<file path="src/design/pdw_pkg.sv">
// package: register map, field layout, reset values and states of the piezo waveform control
package pdw_pkg;

  // ------------------------------------------------------------------
  // register offsets (byte-wide write-only registers)
  // ------------------------------------------------------------------
  localparam logic [7:0] ADDR_CONTROL  = 8'h00;
  localparam logic [7:0] ADDR_PERIOD   = 8'h01;
  localparam logic [7:0] ADDR_PULSE_HI = 8'h02;
  localparam logic [7:0] ADDR_PULSE_LO = 8'h03;
  localparam logic [7:0] ADDR_DUTY     = 8'h04;
  localparam logic [7:0] ADDR_PHASE    = 8'h05;
  localparam logic [7:0] ADDR_OFFSET   = 8'h06;
  localparam logic [7:0] ADDR_MIX      = 8'h07;

  // ------------------------------------------------------------------
  // field positions
  // ------------------------------------------------------------------
  localparam int CTRL_CAL_MSB    = 3;
  localparam int CTRL_CAL_LSB    = 2;
  localparam int CTRL_PH1_EN_BIT = 1;
  localparam int CTRL_PH2_EN_BIT = 0;
  localparam int PHI_PERIOD_MSB  = 7;
  localparam int PHI_DIR_BIT     = 6;
  localparam int PHI_DS_MSB      = 5;
  localparam int PHI_DS_LSB      = 4;
  localparam int PHI_COUNT_MSB   = 2;
  localparam int MODE_IDLE_BIT   = 7;
  localparam int MODE_HALF_BIT   = 6;
  localparam int MODE_MIX_BIT    = 5;
  localparam int MODE_LONG_DT    = 4;
  localparam int OFFSET_MSB      = 2;

  // ------------------------------------------------------------------
  // reset values
  // ------------------------------------------------------------------
  localparam logic [7:0] CONTROL_RST = 8'h67;
  localparam logic [7:0] PERIOD_RST  = 8'h7D;
  localparam logic [7:0] PULSE_RST   = 8'h00;
  localparam logic [7:0] DUTY_RST    = 8'h00;
  localparam logic [7:0] PHASE_RST   = 8'h00;
  localparam logic [7:0] OFFSET_RST  = 8'h00;
  localparam logic [7:0] MIX_RST     = 8'h80;

  // ------------------------------------------------------------------
  // counts
  // ------------------------------------------------------------------
  localparam logic [7:0] MIX_FULL     = 8'h80;  // all pulses full bridge
  localparam logic [3:0] DEAD_STD_CYC = 4'h1;   // dead time with long dead time off
  localparam logic [3:0] DEAD_STEP    = 4'h2;   // long dead time: 2,4,6,8 clocks

  // drive state, one-hot
  typedef enum logic [2:0] {
    ST_OFF  = 3'b001,
    ST_RUN  = 3'b010,
    ST_IDLE = 3'b100
  } pdw_state_t;

endpackage : pdw_pkg

</file>
<file path="src/design/pdw_wave_if.sv">
// interface: period position and boundary strobe from the period timer
`timescale 1ns/100ps
`default_nettype none
interface pdw_wave_if #(parameter int PER_W = 10);
  logic [PER_W-1:0] pos;       // clock position inside the current period
  logic [PER_W-1:0] len;       // length of the current period in clocks
  logic             boundary;  // first clock of a period

  modport timer (output pos, output len, output boundary);
  modport user  (input pos, input len, input boundary);
endinterface : pdw_wave_if
`default_nettype wire

</file>
<file path="src/design/pdw_bridge_leg.sv">
// bridge leg: registers both ends of one phase and inserts dead time
`timescale 1ns/100ps
`default_nettype none
module pdw_bridge_leg (
  input  wire logic       i_mclk,
  input  wire logic       i_rst,
  input  wire logic       i_drive,
  input  wire logic       i_wave,
  input  wire logic       i_full,
  input  wire logic [3:0] i_dead,
  output logic            o_a,
  output logic            o_b
);
  import pdw_pkg::*;

  logic       prev_q;
  logic [3:0] stable_q;
  logic       settled;

  // the edge clock itself never counts as settled, else the stale count lets an end switch with no gap
  assign settled = (i_wave == prev_q) && (stable_q >= i_dead);

  // clocks since the last wave edge, saturating
  always_ff @(posedge i_mclk or posedge i_rst) begin
    if (i_rst) begin
      prev_q   <= 1'b0;
      stable_q <= '0;
    end else begin
      prev_q <= i_wave;
      if (i_wave != prev_q) begin
        stable_q <= '0;
      end else if (stable_q != 4'hF) begin
        stable_q <= stable_q + 4'h1;
      end
    end
  end

  // end b stays grounded in half bridge; both ends low while not driving
  always_ff @(posedge i_mclk or posedge i_rst) begin
    if (i_rst) begin
      o_a <= 1'b0;
      o_b <= 1'b0;
    end else begin
      o_a <= i_drive && i_wave && settled;
      o_b <= i_drive && i_full && !i_wave && settled;
    end
  end
endmodule : pdw_bridge_leg
`default_nettype wire

</file>
<file path="src/design/pdw_period_timer.sv">
// period timer: counts master clocks and marks each switching period boundary
`timescale 1ns/100ps
`default_nettype none
module pdw_period_timer #(
  parameter int PER_W = 10
) (
  input  wire logic             i_mclk,
  input  wire logic             i_rst,
  input  wire logic             i_run,
  input  wire logic [PER_W-1:0] i_len,
  pdw_wave_if.timer             wave
);
  import pdw_pkg::*;

  logic [PER_W-1:0] cnt_q;
  logic [PER_W-1:0] len_q;
  logic [PER_W-1:0] last;

  // a length below two would leave no room for a high and a low part
  assign last = (len_q < PER_W'(2)) ? PER_W'(1) : len_q - PER_W'(1);

  // ------------------------------------------------------------------
  // position counter; new length taken at a boundary, and on every clock while stopped
  // ------------------------------------------------------------------
  always_ff @(posedge i_mclk or posedge i_rst) begin
    if (i_rst) begin
      cnt_q <= '0;
      len_q <= '0;
    end else if (!i_run) begin
      cnt_q <= '0;
      len_q <= i_len;
    end else if (cnt_q >= last) begin
      cnt_q <= '0;
      len_q <= i_len;
    end else begin
      cnt_q <= cnt_q + PER_W'(1);
    end
  end

  assign wave.pos      = cnt_q;
  assign wave.len      = len_q;
  assign wave.boundary = i_run && (cnt_q == '0);
endmodule : pdw_period_timer
`default_nettype wire

</file>
<file path="src/design/pdw_piezo_drive.sv">
// top: register file, pulse counter, phase and duty shaping of the two-phase piezo drive
`timescale 1ns/100ps
`default_nettype none
// Operation
// - every write of the pulse count restarts counting of generated pulses
// - a zero pulse count stops drive at once and pulls all phase outputs low
// - power-down halts pulses immediately and grounds all phase outputs; cal mode shows reset value 01
// - bit 6 of the pulse count high byte is direction; it swaps leading phase
// - pulse count is eleven bits, 0 to 2047; upper five bits ignored
// - duty setting resets to zero at power-up and during power-down
// - duty setting zero gives half-period high time on each phase
// - nonzero duty setting gives high time of that many master clocks
// - phase shift resets to zero; zero gives a quarter-period shift
// - nonzero phase shift delays second phase by that many master clocks
// - three-bit period offset is added to period count, lowering frequency
// - offset applies only while tracking and calibration are inactive
// - offset zero leaves frequency unchanged; register resets to zero
// - offset register bits 7..4: idle, half bridge, mixed bridge, long dead time
// - idle mode cuts drive power and keeps calibration state
// - mix ratio 0 means all half bridge, 128 all full bridge
// - full-bridge pulse fraction equals mix ratio divided by 128
// - count decrements once per pulse; generation stops at zero
// - switching period is the nine-bit period count in master clocks
// - two square-wave phases are driven; the leading one sets direction
module pdw_piezo_drive #(
  parameter int CNT_W = 11,
  parameter int PER_W = 10
) (
  input  wire logic       i_mclk,
  input  wire logic       i_rst,
  input  wire logic       i_power_down_pin_n,
  input  wire logic       i_wr_en,
  input  wire logic [7:0] i_wr_addr,
  input  wire logic [7:0] i_wr_data,
  input  wire logic       i_tracking_active,
  output logic      [1:0] o_phase_a,
  output logic      [1:0] o_phase_b,
  output logic            o_motor_active,
  output logic            o_idle_mode,
  output logic      [1:0] o_cal_mode
);
  import pdw_pkg::*;

  // ------------------------------------------------------------------
  // register storage
  // ------------------------------------------------------------------
  logic [7:0]       control_q;
  logic [7:0]       period_lo_q;
  logic [7:0]       pulse_hi_q;
  logic [7:0]       pulse_lo_q;
  logic [7:0]       duty_cycle_setting_q;
  logic [7:0]       inter_phase_delay_setting_q;
  logic [7:0]       frequency_offset_and_modes_q;
  logic [7:0]       bridge_mix_ratio_q;

  // ------------------------------------------------------------------
  // decoded controls
  // ------------------------------------------------------------------
  logic             wr_pulse_lo;
  logic [CNT_W-1:0] count_written;
  logic             dir_bit;
  logic [1:0]       ds_sel;
  logic             idle_enable_bit;
  logic             half_bridge_enable_bit;
  logic             mixed_bridge_enable_bit;
  logic             long_dead_time_enable_bit;
  logic [8:0]       period_count;
  logic             offset_allowed;
  logic [PER_W-1:0] period_len;
  logic [3:0]       dead_cyc;

  // ------------------------------------------------------------------
  // pulse and drive state
  // ------------------------------------------------------------------
  pdw_state_t       state_q;
  pdw_state_t       state_d;
  logic [CNT_W-1:0] remain_q;
  logic             pulse_on_q;
  logic             full_q;
  logic [7:0]       mix_acc_q;
  logic             take_pulse;
  logic             active_now;
  logic             full_now;
  logic [8:0]       mix_sum;
  logic             mix_full;
  logic [7:0]       mix_eff;

  // ------------------------------------------------------------------
  // waveform shaping
  // ------------------------------------------------------------------
  logic [PER_W-1:0] high_len;
  logic [PER_W-1:0] shift_len;
  logic [PER_W-1:0] pos_b;
  logic             wave_lead;
  logic             wave_lag;
  logic [1:0]       wave;
  logic [1:0]       leg_en;

  pdw_wave_if #(.PER_W(PER_W)) wave_bus ();

  // ------------------------------------------------------------------
  // register writes
  // ------------------------------------------------------------------
  assign wr_pulse_lo = i_wr_en && (i_wr_addr == ADDR_PULSE_LO);

  // power-down pin acts as a synchronous clear of every setting
  always_ff @(posedge i_mclk or posedge i_rst) begin
    if (i_rst) begin
      control_q                    <= CONTROL_RST;
      period_lo_q                  <= PERIOD_RST;
      duty_cycle_setting_q         <= DUTY_RST;
      inter_phase_delay_setting_q  <= PHASE_RST;
      frequency_offset_and_modes_q <= OFFSET_RST;
      bridge_mix_ratio_q           <= MIX_RST;
    end else if (!i_power_down_pin_n) begin
      control_q                    <= CONTROL_RST;
      period_lo_q                  <= PERIOD_RST;
      duty_cycle_setting_q         <= DUTY_RST;
      inter_phase_delay_setting_q  <= PHASE_RST;
      frequency_offset_and_modes_q <= OFFSET_RST;
      bridge_mix_ratio_q           <= MIX_RST;
    end else if (i_wr_en) begin
      case (i_wr_addr)
        ADDR_CONTROL: control_q                    <= i_wr_data;
        ADDR_PERIOD:  period_lo_q                  <= i_wr_data;
        ADDR_DUTY:    duty_cycle_setting_q         <= i_wr_data;
        ADDR_PHASE:   inter_phase_delay_setting_q  <= i_wr_data;
        ADDR_OFFSET:  frequency_offset_and_modes_q <= i_wr_data;
        ADDR_MIX:     bridge_mix_ratio_q           <= i_wr_data;
        default:      ;
      endcase
    end
  end

  // pulse count bytes; the high byte also carries period msb and direction
  always_ff @(posedge i_mclk or posedge i_rst) begin
    if (i_rst) begin
      pulse_hi_q <= PULSE_RST;
      pulse_lo_q <= PULSE_RST;
    end else if (!i_power_down_pin_n) begin
      pulse_hi_q <= PULSE_RST;
      pulse_lo_q <= PULSE_RST;
    end else if (i_wr_en && (i_wr_addr == ADDR_PULSE_HI)) begin
      pulse_hi_q <= i_wr_data;
    end else if (wr_pulse_lo) begin
      pulse_lo_q <= i_wr_data;
    end
  end

  // ------------------------------------------------------------------
  // field decode
  // ------------------------------------------------------------------
  // count commits on the low byte so a two-byte write is never half taken
  assign count_written = {pulse_hi_q[PHI_COUNT_MSB:0], i_wr_data};
  assign dir_bit       = pulse_hi_q[PHI_DIR_BIT];
  assign ds_sel        = pulse_hi_q[PHI_DS_MSB:PHI_DS_LSB];

  assign idle_enable_bit           = frequency_offset_and_modes_q[MODE_IDLE_BIT];
  assign half_bridge_enable_bit    = frequency_offset_and_modes_q[MODE_HALF_BIT];
  assign mixed_bridge_enable_bit   = frequency_offset_and_modes_q[MODE_MIX_BIT];
  assign long_dead_time_enable_bit = frequency_offset_and_modes_q[MODE_LONG_DT];

  // ------------------------------------------------------------------
  // period length
  // ------------------------------------------------------------------
  assign period_count   = {pulse_hi_q[PHI_PERIOD_MSB], period_lo_q};
  assign offset_allowed = !i_tracking_active
                          && (control_q[CTRL_CAL_MSB:CTRL_CAL_LSB] == 2'b00);
  // offset only lengthens the period, so frequency can only go down
  assign period_len = PER_W'(period_count)
                      + (offset_allowed
                         ? PER_W'(frequency_offset_and_modes_q[OFFSET_MSB:0])
                         : PER_W'(0));

  // dead time: selection bits only count with long dead time on
  assign dead_cyc = long_dead_time_enable_bit
                    ? (DEAD_STEP * {2'b00, ds_sel}) + DEAD_STEP
                    : DEAD_STD_CYC;

  // ------------------------------------------------------------------
  // drive state
  // ------------------------------------------------------------------
  always_comb begin
    state_d = ST_OFF;
    case (state_q)
      ST_OFF, ST_RUN, ST_IDLE: begin
        if (!i_power_down_pin_n) begin
          state_d = ST_OFF;
        end else if (idle_enable_bit) begin
          state_d = ST_IDLE;
        end else if (wr_pulse_lo && (count_written == '0)) begin
          state_d = ST_OFF;
        end else if (wr_pulse_lo || (remain_q != '0) || pulse_on_q) begin
          state_d = ST_RUN;
        end else begin
          state_d = ST_OFF;
        end
      end
      default: state_d = ST_OFF;
    endcase
  end

  always_ff @(posedge i_mclk or posedge i_rst) begin
    if (i_rst) begin
      state_q <= ST_OFF;
    end else begin
      state_q <= state_d;
    end
  end

  // ------------------------------------------------------------------
  // period timer
  // ------------------------------------------------------------------
  pdw_period_timer #(.PER_W(PER_W)) u_timer (
    .i_mclk (i_mclk),
    .i_rst  (i_rst),
    .i_run  (state_q == ST_RUN),
    .i_len  (period_len),
    .wave   (wave_bus.timer)
  );

  // ------------------------------------------------------------------
  // pulse counter
  // ------------------------------------------------------------------
  assign take_pulse = wave_bus.boundary && (remain_q != '0);

  // a new write always wins over a decrement in the same clock
  always_ff @(posedge i_mclk or posedge i_rst) begin
    if (i_rst) begin
      remain_q <= '0;
    end else if (!i_power_down_pin_n) begin
      remain_q <= '0;
    end else if (wr_pulse_lo) begin
      remain_q <= count_written;
    end else if (take_pulse && (state_q == ST_RUN)) begin
      remain_q <= remain_q - CNT_W'(1);
    end
  end

  // one pulse lasts exactly one switching period
  always_ff @(posedge i_mclk or posedge i_rst) begin
    if (i_rst) begin
      pulse_on_q <= 1'b0;
    end else if (!i_power_down_pin_n || (state_d != ST_RUN)) begin
      pulse_on_q <= 1'b0;
    end else if (wave_bus.boundary) begin
      pulse_on_q <= take_pulse;
    end
  end

  // ------------------------------------------------------------------
  // mixed bridge selection
  // ------------------------------------------------------------------
  // values above full are treated as full
  assign mix_eff  = (bridge_mix_ratio_q > MIX_FULL) ? MIX_FULL : bridge_mix_ratio_q;
  assign mix_sum  = {1'b0, mix_acc_q} + {1'b0, mix_eff};
  assign mix_full = (mix_sum >= {1'b0, MIX_FULL});

  // error accumulator spreads full pulses evenly, e.g. 32 gives one in four
  always_ff @(posedge i_mclk or posedge i_rst) begin
    if (i_rst) begin
      mix_acc_q <= '0;
    end else if (!i_power_down_pin_n) begin
      mix_acc_q <= '0;
    end else if (take_pulse && mixed_bridge_enable_bit) begin
      mix_acc_q <= mix_full ? 8'(mix_sum - {1'b0, MIX_FULL}) : mix_sum[7:0];
    end
  end

  // bridge style of the pulse starting at this boundary
  always_comb begin
    if (mixed_bridge_enable_bit) begin
      full_now = mix_full;
    end else begin
      full_now = !half_bridge_enable_bit;
    end
  end

  always_ff @(posedge i_mclk or posedge i_rst) begin
    if (i_rst) begin
      full_q <= 1'b1;
    end else if (take_pulse) begin
      full_q <= full_now;
    end
  end

  // ------------------------------------------------------------------
  // phase and duty shaping
  // ------------------------------------------------------------------
  // at the boundary clock the new pulse decision is used directly
  assign active_now = (state_q == ST_RUN)
                      && (wave_bus.boundary ? take_pulse : pulse_on_q)
                      && (state_d == ST_RUN);

  assign high_len  = (duty_cycle_setting_q == '0)
                     ? (wave_bus.len >> 1)
                     : PER_W'(duty_cycle_setting_q);
  assign shift_len = (inter_phase_delay_setting_q == '0)
                     ? (wave_bus.len >> 2)
                     : PER_W'(inter_phase_delay_setting_q);

  // position of the delayed phase, wrapped into the period
  assign pos_b = (wave_bus.pos >= shift_len)
                 ? wave_bus.pos - shift_len
                 : wave_bus.pos + wave_bus.len - shift_len;

  assign wave_lead = (wave_bus.pos < high_len);
  assign wave_lag  = (pos_b < high_len);

  // direction picks which output phase leads
  assign wave[0] = dir_bit ? wave_lag : wave_lead;
  assign wave[1] = dir_bit ? wave_lead : wave_lag;

  assign leg_en[0] = active_now && control_q[CTRL_PH1_EN_BIT];
  assign leg_en[1] = active_now && control_q[CTRL_PH2_EN_BIT];

  // ------------------------------------------------------------------
  // output legs
  // ------------------------------------------------------------------
  // dead time is applied per leg so each phase switches cleanly on its own edges
  for (genvar g = 0; g < 2; g++) begin : g_leg
    pdw_bridge_leg u_leg (
      .i_mclk  (i_mclk),
      .i_rst   (i_rst),
      .i_drive (leg_en[g]),
      .i_wave  (wave[g]),
      .i_full  (wave_bus.boundary ? full_now : full_q),
      .i_dead  (dead_cyc),
      .o_a     (o_phase_a[g]),
      .o_b     (o_phase_b[g])
    );
  end

  // ------------------------------------------------------------------
  // status outputs
  // ------------------------------------------------------------------
  // idle keeps all settings, only the drive stops
  always_ff @(posedge i_mclk or posedge i_rst) begin
    if (i_rst) begin
      o_motor_active <= 1'b0;
      o_idle_mode    <= 1'b0;
      o_cal_mode     <= 2'b00;
    end else begin
      o_motor_active <= active_now;
      o_idle_mode    <= i_power_down_pin_n && idle_enable_bit;
      o_cal_mode     <= control_q[CTRL_CAL_MSB:CTRL_CAL_LSB];
    end
  end

endmodule : pdw_piezo_drive
`default_nettype wire

</file>
<file path="config.mk">
export PLATFORM = sky130hd
export DESIGN_NAME = pdw_piezo_drive
export DESIGN_NICKNAME = d
export VERILOG_FILES = /design/src/design/pdw_pkg.sv /design/src/design/pdw_wave_if.sv /design/src/design/pdw_bridge_leg.sv /design/src/design/pdw_period_timer.sv /design/src/design/pdw_piezo_drive.sv
export SDC_FILE = /design/constraint.sdc
export NUM_CORES = 1
export LEC_CHECK = 0
export BUFFER_PORTS_ARGS = -buffer_cell sky130_fd_sc_hd__buf_4
export CAP_MARGIN = 20
export CORE_AREA = 5 5 121 123
export DETAILED_ROUTE_END_ITERATION = 10
export DIE_AREA = 0 0 126 128
export PLACE_DENSITY_LB_ADDON = 0.05
export SYNTH_ARGS = -nofsm -noshare
export SYNTH_HDL_FRONTEND = slang
export SYNTH_HIERARCHICAL = 1
export SYNTH_SLANG_ARGS = --single-unit
</file>
<file path="constraint.sdc">
create_clock -name i_mclk -period 6.52 [get_ports i_mclk]
set_input_delay 0.652 -clock i_mclk [delete_from_list [all_inputs] [get_ports i_mclk]]
set_output_delay 0.652 -clock i_mclk [all_outputs]
set_load 0.03 [all_outputs]
</file>
==> flow_metrics.env, run 1 <==
export IMPL_grt_max_degree=62
export IMPL_rsz0062_at_grt="no"
export IMPL_synth_fp_nets=939
export IMPL_combPwrFrac_pct=15.4
export IMPL_gr_total_overflow=0
export IMPL_maxCapViolCount=0
export IMPL_num_nets_final=951
export IMPL_tightest_slew_ns=1.12
export IMPL_dp_hpwl_um=14600
export IMPL_worst_clock_skew_ns=0.0155
export IMPL_rr_startpoint="inter_phase_delay_setting_q[3]$_DFFE_PP0P_"
export IMPL_route_detailed_drc=0
export IMPL_outcome="completed"
export IMPL_wl_per_cell_um=18.8
export IMPL_core_rowCount=43
export IMPL_switching_power_w=0.000443
export IMPL_avgSynthCellArea_um2=9.40
export IMPL_grt_pass1_vias=6220
export IMPL_async_flop_share_pct=100
export IMPL_viasPerCell=6.06
export IMPL_seqPwrFrac_pct=49.3
export IMPL_wl_met1_um=9090
export IMPL_cts_resized=0
export IMPL_dp_cells=1017
export IMPL_path_cells="nor4_1, nand2_1, nor3_1, a21oi_1, ha_1, nand2b_1, a21oi_1, o21bai_1, and2_1, or4b_2, nand4b_1, ha_1, a21o_1, a21oi_1, o21ai_0, o21ba_2, o21ai_0, o31ai_1, xor2_1, nor3_1"
export IMPL_worstPathRequired_ns=6.78
export IMPL_hold_buffers=0
export IMPL_period_share_pct=89.5
export IMPL_postLayoutCellArea_um2=8470
export IMPL_yosysSeqAreaShare_pct=35.9
export IMPL_grt_usage_pct=25.2
export IMPL_final_util_pct=62.4
export IMPL_fin_crit_ns=5.84
export IMPL_p_sw_share_pct=28.6
export IMPL_slew_headroom_pct=25.4
export IMPL_cp_end_kind="flip-flop"
export IMPL_cp_slowest_cell="or4b_2"
export IMPL_h_tree_depth=3
export IMPL_syn_inst=836
export IMPL_die_w_um=126
export IMPL_routed_top_layer="met4"
export IMPL_regToRegSetupSlack_ns=0.68
export IMPL_hold_path_class="input port to asynchronous set/reset pin"
export IMPL_final_layout_size_suffix_gt1_share_pct=9.96
export IMPL_critPathLaunch="inter_phase_delay_setting_q[3]$_DFFE_PP0P_"
export IMPL_n_antenna_cell=0
export IMPL_ios=29
export IMPL_die_y_um=128
export IMPL_area_delta_synth_final_pct=7.74
export IMPL_ys_ff_latch=112
export IMPL_crit_top_cell="a21oi_1"
export IMPL_wl_met3_um=1110
export IMPL_crit_path_start_kind="flip-flop"
export IMPL_intPower_w=0.00110
export IMPL_met2_length_um=8810
export IMPL_drt_iter0_drc=425
export IMPL_clkPwrFrac_pct=35.3
export IMPL_route_vias_total=6265
export IMPL_tritoncts="built"
export IMPL_clk_pin_slew_ns=0.08
export IMPL_crit_fanout=15
export IMPL_layoutNonFillerInstCount=1033
export IMPL_worstSetupPathType="flip-flop to flip-flop"
export IMPL_yosysUniqueCellTypes=69
export IMPL_clk_latency_ns=0.37
export IMPL_yosysWarningCount=6
export IMPL_critPathMaxStageDelay_ns=0.72
export IMPL_numCtsBuffers=9
export IMPL_antenna_found_initial=0
export IMPL_crit_buf_inv=0
export IMPL_synthesis_area_um2=7860
export IMPL_synth_top_flop_cell="dfrtp_1"
export IMPL_gp_congestion=0.955
export IMPL_leakage_nw=4.00
export IMPL_critPathTopFamily="simple AND/OR/NAND/NOR gates"
export IMPL_hold_viol=0
export IMPL_initial_core_util_pct=58.0
export IMPL_die_area_um2=16100
export IMPL_clock_sink_count=112
export IMPL_nFillCells=1204
export IMPL_drt_pass1_iterations=5
export IMPL_powerDensity_nw_per_um2=183
export IMPL_synth_edf_count=0
export IMPL_core_um2=13600
export IMPL_wl_um=19500
export IMPL_io_buffer_count=28
export IMPL_critPathArrivalTime_ns=6.10
export IMPL_clk_path_buf_depth=2
export IMPL_postCtsSetupRepairBufs=0
export IMPL_slew_violations=0
export IMPL_grt_pass1_wl_um=32300
export IMPL_place_area_um2=8180
export IMPL_ant_nets=0
export IMPL_fin_tns_setup_ns=0
export IMPL_fmax_mhz=171
export IMPL_vdd_drop_max_uv=169
export IMPL_cts_root_buf="clkbuf_16"
export IMPL_setup_viol=0
==> cells in the mapped netlist (all sizes together) (21+ instances only) <==
cell | n | area share (%)
dfrtp | 100 | 32
nor2 | 96 | 4.6
ha | 71 | 11
nand2 | 65 | 3.1
a21oi | 51 | 3.2
inv | 48 | 2.3
mux2i | 42 | 5.4
nand3 | 32 | 2.1
nor3 | 28 | 1.8
xnor2 | 28 | 3.1
o21ai | 23 | 1.5
clkbuf | 21 | 1.0
==> layout make-up <==
cell class / instances / area (um^2) / share of cell area [%]
Sequential cell: 112 / 2820 / 33.3
Tap cell: 180 / 225 / 2.66
Clock buffer: 12 / 246 / 2.91
Multi-Input combinational cell: 648 / 4740 / 56.0
Clock inverter: 4 / 37.5 / 0.443
Inverter: 48 / 180 / 2.13
Timing Repair Buffer: 29 / 218 / 2.57
==> through the flow <==
stage | worst slack [ns] | total power, W | hold WS, ns
2_1_floorplan | 1.58 | 0.000948 | 0.375
3_3_place_gp | 0.962 | 0.000992 | 0.420
3_5_place_dp | 0.749 | 0.00101 | 0.421
4_1_cts | 0.709 | 0.00156 | 0.257
5_1_grt | 0.175 | 0.00163 | 0.273
6_report | 0.684 | 0.00155 | 0.257
==> state kept, by name, summed over array words and instances, names as in the netlist, 2 cells and up <==
| register | count |
|---|---|
| duty_cycle_setting_q | 8 |
| pulse_hi_q | 7 |
| control_q | 4 |
| g_leg.u_leg/stable_q | 8 |
| mix_acc_q | 8 |
| bridge_mix_ratio_q | 8 |
| state_q | 3 |
| period_lo_q | 8 |
| inter_phase_delay_setting_q | 8 |
| o_cal_mode | 2 |
| g_leg.u_leg/o_b | 2 |
| remain_q | 11 |
| u_timer/wave.pos | 10 |
| g_leg.u_leg/o_a | 2 |
| g_leg.u_leg/prev_q | 2 |
| frequency_offset_and_modes_q | 7 |
| u_timer/wave.len | 10 |
==> power by group through the flow <==
stage          Sequential [W]  Clock, W  Combinational [W]
2_1_floorplan        0.000763         0           0.000185
3_3_place_gp         0.000772         0           0.000220
3_5_place_dp         0.000775         0           0.000239
4_1_cts              0.000762  0.000556           0.000240
5_1_grt              0.000767  0.000589           0.000272
6_report             0.000763  0.000546           0.000237
==> cells by family after synthesis <==
family | share of synthesized area [%]
AO/OA/AOI/OAI | 14.3
XOR/XNOR | 4.90
adder cells (fa/ha/maj) | 14.1
buffers and inverters | 3.81
flip-flops | 35.9
multiplexers | 7.36
AND/OR/NAND/NOR | 19.6
==> path summary, 6_finish.rpt <==
| kind | end | cells after the start |
|---|---|---|
| setup / recovery | g_leg[1].u_leg/stable_q[3]$_DFFE_PP0P_ | 20 |
| hold / removal | g_leg[0].u_leg/stable_q[2]$_DFFE_PP0P_ | 2 |
| setup reg to reg | g_leg[1].u_leg/stable_q[3]$_DFFE_PP0P_ | 20 |
| hold reg to reg | o_cal_mode[0]$_DFF_PP0_ | 0 |
| max in group asynchronous | period_lo_q[1]$_DFFE_PP0P_ | 3 |
| min in group i_mclk | o_cal_mode[0]$_DFF_PP0_ | 0 |
==> cells in the final DEF (no fill, tap or decap), types with 13 or more instances in the layout <==
| cell type | instances |
|---|---|
| xnor2_1 | 28 |
| nor2_1 | 96 |
| xor2_1 | 16 |
| a21oi_1 | 51 |
| inv_1 | 46 |
| a21o_1 | 13 |
| ha_1 | 71 |
| nand2_1 | 65 |
| a211oi_1 | 17 |
| buf_4 | 29 |
| dfrtp_1 | 100 |
| mux2i_1 | 42 |
| nor3_1 | 27 |
| nand3_1 | 31 |
| o21ai_0 | 21 |
==> per-layer routing <==
layer  track usage, %  up-vias
li1                 -     2995
met1             36.0     3025
met2             39.8      205
met3             3.71       40
met4             8.52        0
met5                0        -
Note: power is estimated with default switching activity, not from simulation.
==> inputs of run 2 (changes only) <==
--- a/config.mk
+++ b/config.mk
@@ -11,6 +11,7 @@
 export DETAILED_ROUTE_END_ITERATION = 10
 export DIE_AREA = 0 0 126 128
 export PLACE_DENSITY_LB_ADDON = 0.05
+export REMOVE_ABC_BUFFERS = 1
 export SYNTH_ARGS = -nofsm -noshare
 export SYNTH_HDL_FRONTEND = slang
 export SYNTH_HIERARCHICAL = 1
==> flow_metrics.env, run 2 (same netlist as run 1, synthesis figures left out) <==
export IMPL_outcome="completed"
export IMPL_initial_core_util_pct=58.0
export IMPL_slew_headroom_pct=35.6
export IMPL_worstSetupPathType="flip-flop to flip-flop"
export IMPL_wl_um=18900
export IMPL_num_nets_final=953
export IMPL_rr_startpoint="inter_phase_delay_setting_q[3]$_DFFE_PP0P_"
export IMPL_grt_pass1_wl_um=32000
export IMPL_route_detailed_drc=0
export IMPL_route_vias_total=6181
export IMPL_hold_path_class="input port to asynchronous set/reset pin"
export IMPL_core_rowCount=43
export IMPL_grt_pass1_vias=6371
export IMPL_die_y_um=128
export IMPL_gp_congestion=0.901
export IMPL_final_util_pct=62.6
export IMPL_slew_violations=0
export IMPL_fmax_mhz=172
export IMPL_clock_sink_count=112
export IMPL_drt_iter0_drc=418
export IMPL_clk_latency_ns=0.36
export IMPL_io_buffer_count=28
export IMPL_cp_end_kind="flip-flop"
export IMPL_fin_crit_ns=5.81
export IMPL_final_common_cell="dfrtp_1"
export IMPL_dpl_worst_slack_ns=0.781
export IMPL_crit_path_start_kind="flip-flop"
export IMPL_wl_per_cell_um=18.3
export IMPL_tightest_slew_ns=0.964
export IMPL_h_tree_depth=3
export IMPL_gr_total_overflow=0
export IMPL_grt_usage_pct=24.7
export IMPL_n_antenna_cell=0
export IMPL_regMostFlops="remain_q"
export IMPL_dp_hpwl_um=14100
export IMPL_postCtsSetupRepairBufs=0
export IMPL_most_common_layout_cells="dfrtp_1 (100), nor2_1 (96), ha_1 (71)"
export IMPL_numCtsBuffers=9
export IMPL_setup_viol=0
export IMPL_cts_resized=0
export IMPL_drt_pass1_iterations=5
export IMPL_powerDensity_nw_per_um2=181
export IMPL_die_w_um=126
export IMPL_grt_max_degree=54
export IMPL_die_area_um2=16100
export IMPL_clk_pin_slew_ns=0.08
export IMPL_r2r_end="g_leg[1].u_leg/stable_q[0]$_DFFE_PP0P_"
export IMPL_crit_fanout=15
export IMPL_rsz0062_at_grt="no"
export IMPL_critPathLaunch="inter_phase_delay_setting_q[3]$_DFFE_PP0P_"
export IMPL_final_layout_size_suffix_gt1_share_pct=10.4
export IMPL_critPathArrivalTime_ns=6.05
export IMPL_period_share_pct=89.1
export IMPL_tritoncts="built"
export IMPL_worstPathRequired_ns=6.76
export IMPL_area_delta_synth_final_pct=7.99
export IMPL_hold_buffers=0
export IMPL_largest_register_ffs=11
export IMPL_core_um2=13600
export IMPL_worst_clock_skew_ns=0.00910
export IMPL_reg2reg_depth=18
export IMPL_hold_viol=0
export IMPL_nFillCells=1192
export IMPL_viasPerCell=5.97
export IMPL_maxCapViolCount=0
export IMPL_fin_tns_setup_ns=0
export IMPL_regToRegSetupSlack_ns=0.71
export IMPL_fin_ws_ns=0.709
export IMPL_vdd_drop_max_uv=187
export IMPL_antenna_found_initial=0
export IMPL_clk_path_buf_depth=2
export IMPL_ant_nets=0
export IMPL_cts_root_buf="clkbuf_16"
export IMPL_ios=29
export IMPL_leakage_nw=4.01
## run 2: area by class of cell
type                       instances  area (um^2)  share of cell area, %
clock buffer                       9          225                   2.65
clock inverter                     7         66.3                  0.781
inverter                          48          180                   2.12
multi-input combinational        648         4740                   55.9
sequential                       112         2820                   33.2
tap                              180          225                   2.65
timing repair buffer              31          230                   2.71
## run 2: critical path, cell delays in order (launching register included)
cell and delay (ns):
dfrtp_1 0.40, nor4_1 0.27, nand2_1 0.13, nor3_1 0.45, a21oi_1 0.24, ha_1 0.40, a211oi_1 0.39, o21a_1 0.22
and2_1 0.49, mux2_2 0.41, ha_1 0.29, a21oi_1 0.16, o21ai_0 0.14, or3_1 0.33, a211oi_1 0.20, o21ai_0 0.15
o31ai_1 0.59, xor2_1 0.32, nor2_1 0.10
## run 2: worst max-delay path by stage
stage | slack [ns] | end | cells after the start
2_1_floorplan | 1.64 | g_leg[0].u_leg/stable_q[2]$_DFFE_PP0P_ | 18
3_3_place_gp | 0.99 | g_leg[1].u_leg/stable_q[3]$_DFFE_PP0P_ | 18
3_5_place_dp | 0.78 | g_leg[1].u_leg/stable_q[2]$_DFFE_PP0P_ | 18
4_1_cts | 0.76 | g_leg[1].u_leg/stable_q[2]$_DFFE_PP0P_ | 18
5_1_grt | 0.14 | g_leg[0].u_leg/stable_q[3]$_DFFE_PP0P_ | 18
6_report | 0.71 | g_leg[1].u_leg/stable_q[0]$_DFFE_PP0P_ | 18
## run 2: metal layers
layer / share of wire [%] / vias up / track usage [%]
li1: - / 3004 / -
met5: 0 / - / 0
met2: 47 / 138 / 39.7
met1: 46 / 3002 / 34.0
met3: 5.0 / 37 / 4.71
met4: 2.2 / 0 / 7.95
## run 2: power by group
part | switching, W | internal [W]
combinational | 0.000128 | 0.000103
sequential | 0.0000382 | 0.000723
clock | 0.000278 | 0.000268
## run 2: through the flow
step | std cells | total power [W] | hold WS (ns) | cell area [um^2]
finish | 1035 | 0.00154 | 0.266 | 8490
global route | 1035 | 0.00163 | 0.279 | 8490
CTS | 1033 | 0.00155 | 0.264 | 8470
detailed placement | 1017 | 0.00101 | 0.405 | 8180
global placement | 1017 | 0.000993 | 0.394 | 8180
floorplan | 808 | 0.000942 | 0.375 | 7740
==> inputs of run 3 (changes only) <==
--- a/config.mk
+++ b/config.mk
@@ -7,9 +7,9 @@
 export LEC_CHECK = 0
 export BUFFER_PORTS_ARGS = -buffer_cell sky130_fd_sc_hd__buf_4
 export CAP_MARGIN = 20
-export CORE_AREA = 5 5 121 123
+export CORE_AREA = 5 5 126 128
 export DETAILED_ROUTE_END_ITERATION = 10
-export DIE_AREA = 0 0 126 128
+export DIE_AREA = 0 0 131 133
 export PLACE_DENSITY_LB_ADDON = 0.05
 export REMOVE_ABC_BUFFERS = 1
 export SYNTH_ARGS = -nofsm -noshare
==> flow_metrics.env, run 3 (same netlist as run 1, synthesis figures left out) <==
export IMPL_crit_fanout=15
export IMPL_grt_usage_pct=23.3
export IMPL_grt_pass1_vias=6265
export IMPL_gp_congestion=0.968
export IMPL_cp_end_kind="flip-flop"
export IMPL_final_layout_size_suffix_gt1_share_pct=10.4
export IMPL_place_area_um2=8190
export IMPL_route_detailed_drc=0
export IMPL_maxCapViolCount=0
export IMPL_fin_tns_setup_ns=0
export IMPL_fmax_mhz=172
export IMPL_area_delta_synth_final_pct=8.47
export IMPL_io_buffer_count=28
export IMPL_vdd_drop_max_uv=178
export IMPL_clk_pin_slew_ns=0.08
export IMPL_clk_path_buf_depth=2
export IMPL_hold_viol=0
export IMPL_period_share_pct=89.2
export IMPL_nFillCells=1305
export IMPL_regArea_um2=2820
export IMPL_worstPathRequired_ns=6.79
export IMPL_antenna_found_initial=0
export IMPL_grt_max_degree=79
export IMPL_use_met3_pct=2.99
export IMPL_cts_root_buf="clkbuf_16"
export IMPL_cts_resized=0
export IMPL_drt_iter0_drc=390
export IMPL_final_common_cell="dfrtp_1"
export IMPL_core_um2=14800
export IMPL_final_util_pct=57.8
export IMPL_leakage_nw=4.03
export IMPL_dp_hpwl_um=14700
export IMPL_tightest_slew_ns=1.00
export IMPL_multi_input_area_um2=4740
export IMPL_initial_core_util_pct=53.3
export IMPL_viasPerCell=5.95
export IMPL_numCtsBuffers=9
export IMPL_setup_viol=0
export IMPL_num_nets_final=953
export IMPL_ant_nets=0
export IMPL_clock_sink_count=112
export IMPL_crit_path_start_kind="flip-flop"
export IMPL_grtUsageMet2_pct=38.7
export IMPL_met1_usage_pct=30.9
export IMPL_largest_register_ffs=11
export IMPL_postCtsSetupRepairBufs=0
export IMPL_slew_violations=0
export IMPL_route_vias_total=6207
export IMPL_fin_crit_ns=5.82
export IMPL_drt_pass1_iterations=5
export IMPL_regMostFlops="remain_q"
export IMPL_wl_per_cell_um=18.7
export IMPL_die_w_um=131
export IMPL_wl_um=19500
export IMPL_outcome="completed"
export IMPL_grt_pass1_wl_um=31900
export IMPL_critPathArrivalTime_ns=6.09
export IMPL_hold_buffers=0
export IMPL_hold_path_class="input port to asynchronous set/reset pin"
export IMPL_worst_clock_skew_ns=0.0148
export IMPL_slew_headroom_pct=32.6
export IMPL_postLayoutCellArea_um2=8520
export IMPL_ios=29
export IMPL_h_tree_depth=3
export IMPL_die_area_um2=17400
export IMPL_gr_total_overflow=0
export IMPL_worstSetupPathType="flip-flop to flip-flop"
export IMPL_busiest_layer="met2"
export IMPL_tritoncts="built"
export IMPL_rsz0062_at_grt="no"
export IMPL_most_common_layout_cells="dfrtp_1 (100), nor2_1 (96), ha_1 (71)"
export IMPL_n_antenna_cell=0
export IMPL_clk_latency_ns=0.36
export IMPL_powerDensity_nw_per_um2=182
export IMPL_core_rowCount=45
export IMPL_die_y_um=133
## run 3: area by class of cell
type                       instances  share of cell area (%)
multi-input combinational        648                    55.6
clock inverter                     6                   0.661
inverter                          48                    2.13
timing repair buffer              31                    2.97
sequential                       112                    33.1
clock buffer                      10                    2.80
tap                              188                    2.76
## run 3: power breakdown
| group | total (W) | internal, W | switching, W |
|---|---|---|---|
| registers | 0.000762 | 0.000723 | 0.0000395 |
| logic | 0.000233 | 0.000105 | 0.000129 |
| clock network | 0.000557 | 0.000279 | 0.000278 |
| total | 0.00155 | 0.00111 | 0.000446 |
## run 3: worst paths after layout
check	start	to	slack (ns)	cells after the start
setup / recovery	inter_phase_delay_setting_q[3]$_DFFE_PP0P_	g_leg[1].u_leg/stable_q[3]$_DFFE_PP0P_	0.70	18
hold / removal	i_rst	g_leg[1].u_leg/o_b$_DFF_PP0_	0.27	2
setup reg to reg	inter_phase_delay_setting_q[3]$_DFFE_PP0P_	g_leg[1].u_leg/stable_q[3]$_DFFE_PP0P_	0.70	18
hold reg to reg	control_q[2]$_DFFE_PP1P_	o_cal_mode[0]$_DFF_PP0_	0.43	0
max in group asynchronous	i_rst	period_lo_q[3]$_DFFE_PP1P_	5.51	4
min in group i_mclk	control_q[2]$_DFFE_PP1P_	o_cal_mode[0]$_DFF_PP0_	0.43	0
## run 3: stage by stage
step	worst slack (ns)	total power (W)	hold WS, ns	cells
detailed placement	0.799	0.00101	0.417	1025
global route	0.274	0.00163	0.288	1043
finish	0.705	0.00155	0.268	1043
floorplan	1.64	0.000942	0.375	808
global placement	0.956	0.000993	0.414	1025
CTS	0.765	0.00157	0.267	1041
## run 3: routing by layer
layer,vias up,part of all wire [%]
met4,0,2.8
met1,3052,45
met2,117,49
li1,3005,-
met3,33,2.8
met5,-,0
## run 3: critical path, cell delays in order, from the launching register on
cell and delay [ns]:
dfrtp_1 0.40, nor4_1 0.28, nand2_1 0.12, nor3_1 0.46
a21oi_1 0.21, ha_1 0.40, a211oi_1 0.38, o21a_1 0.21
and2_1 0.48, mux2_2 0.40, ha_1 0.29, a21oi_1 0.13
o21ai_0 0.11, or3_1 0.33, a211oi_1 0.28, o21ai_0 0.17
o31ai_1 0.60, xor2_1 0.24, nor3_1 0.24
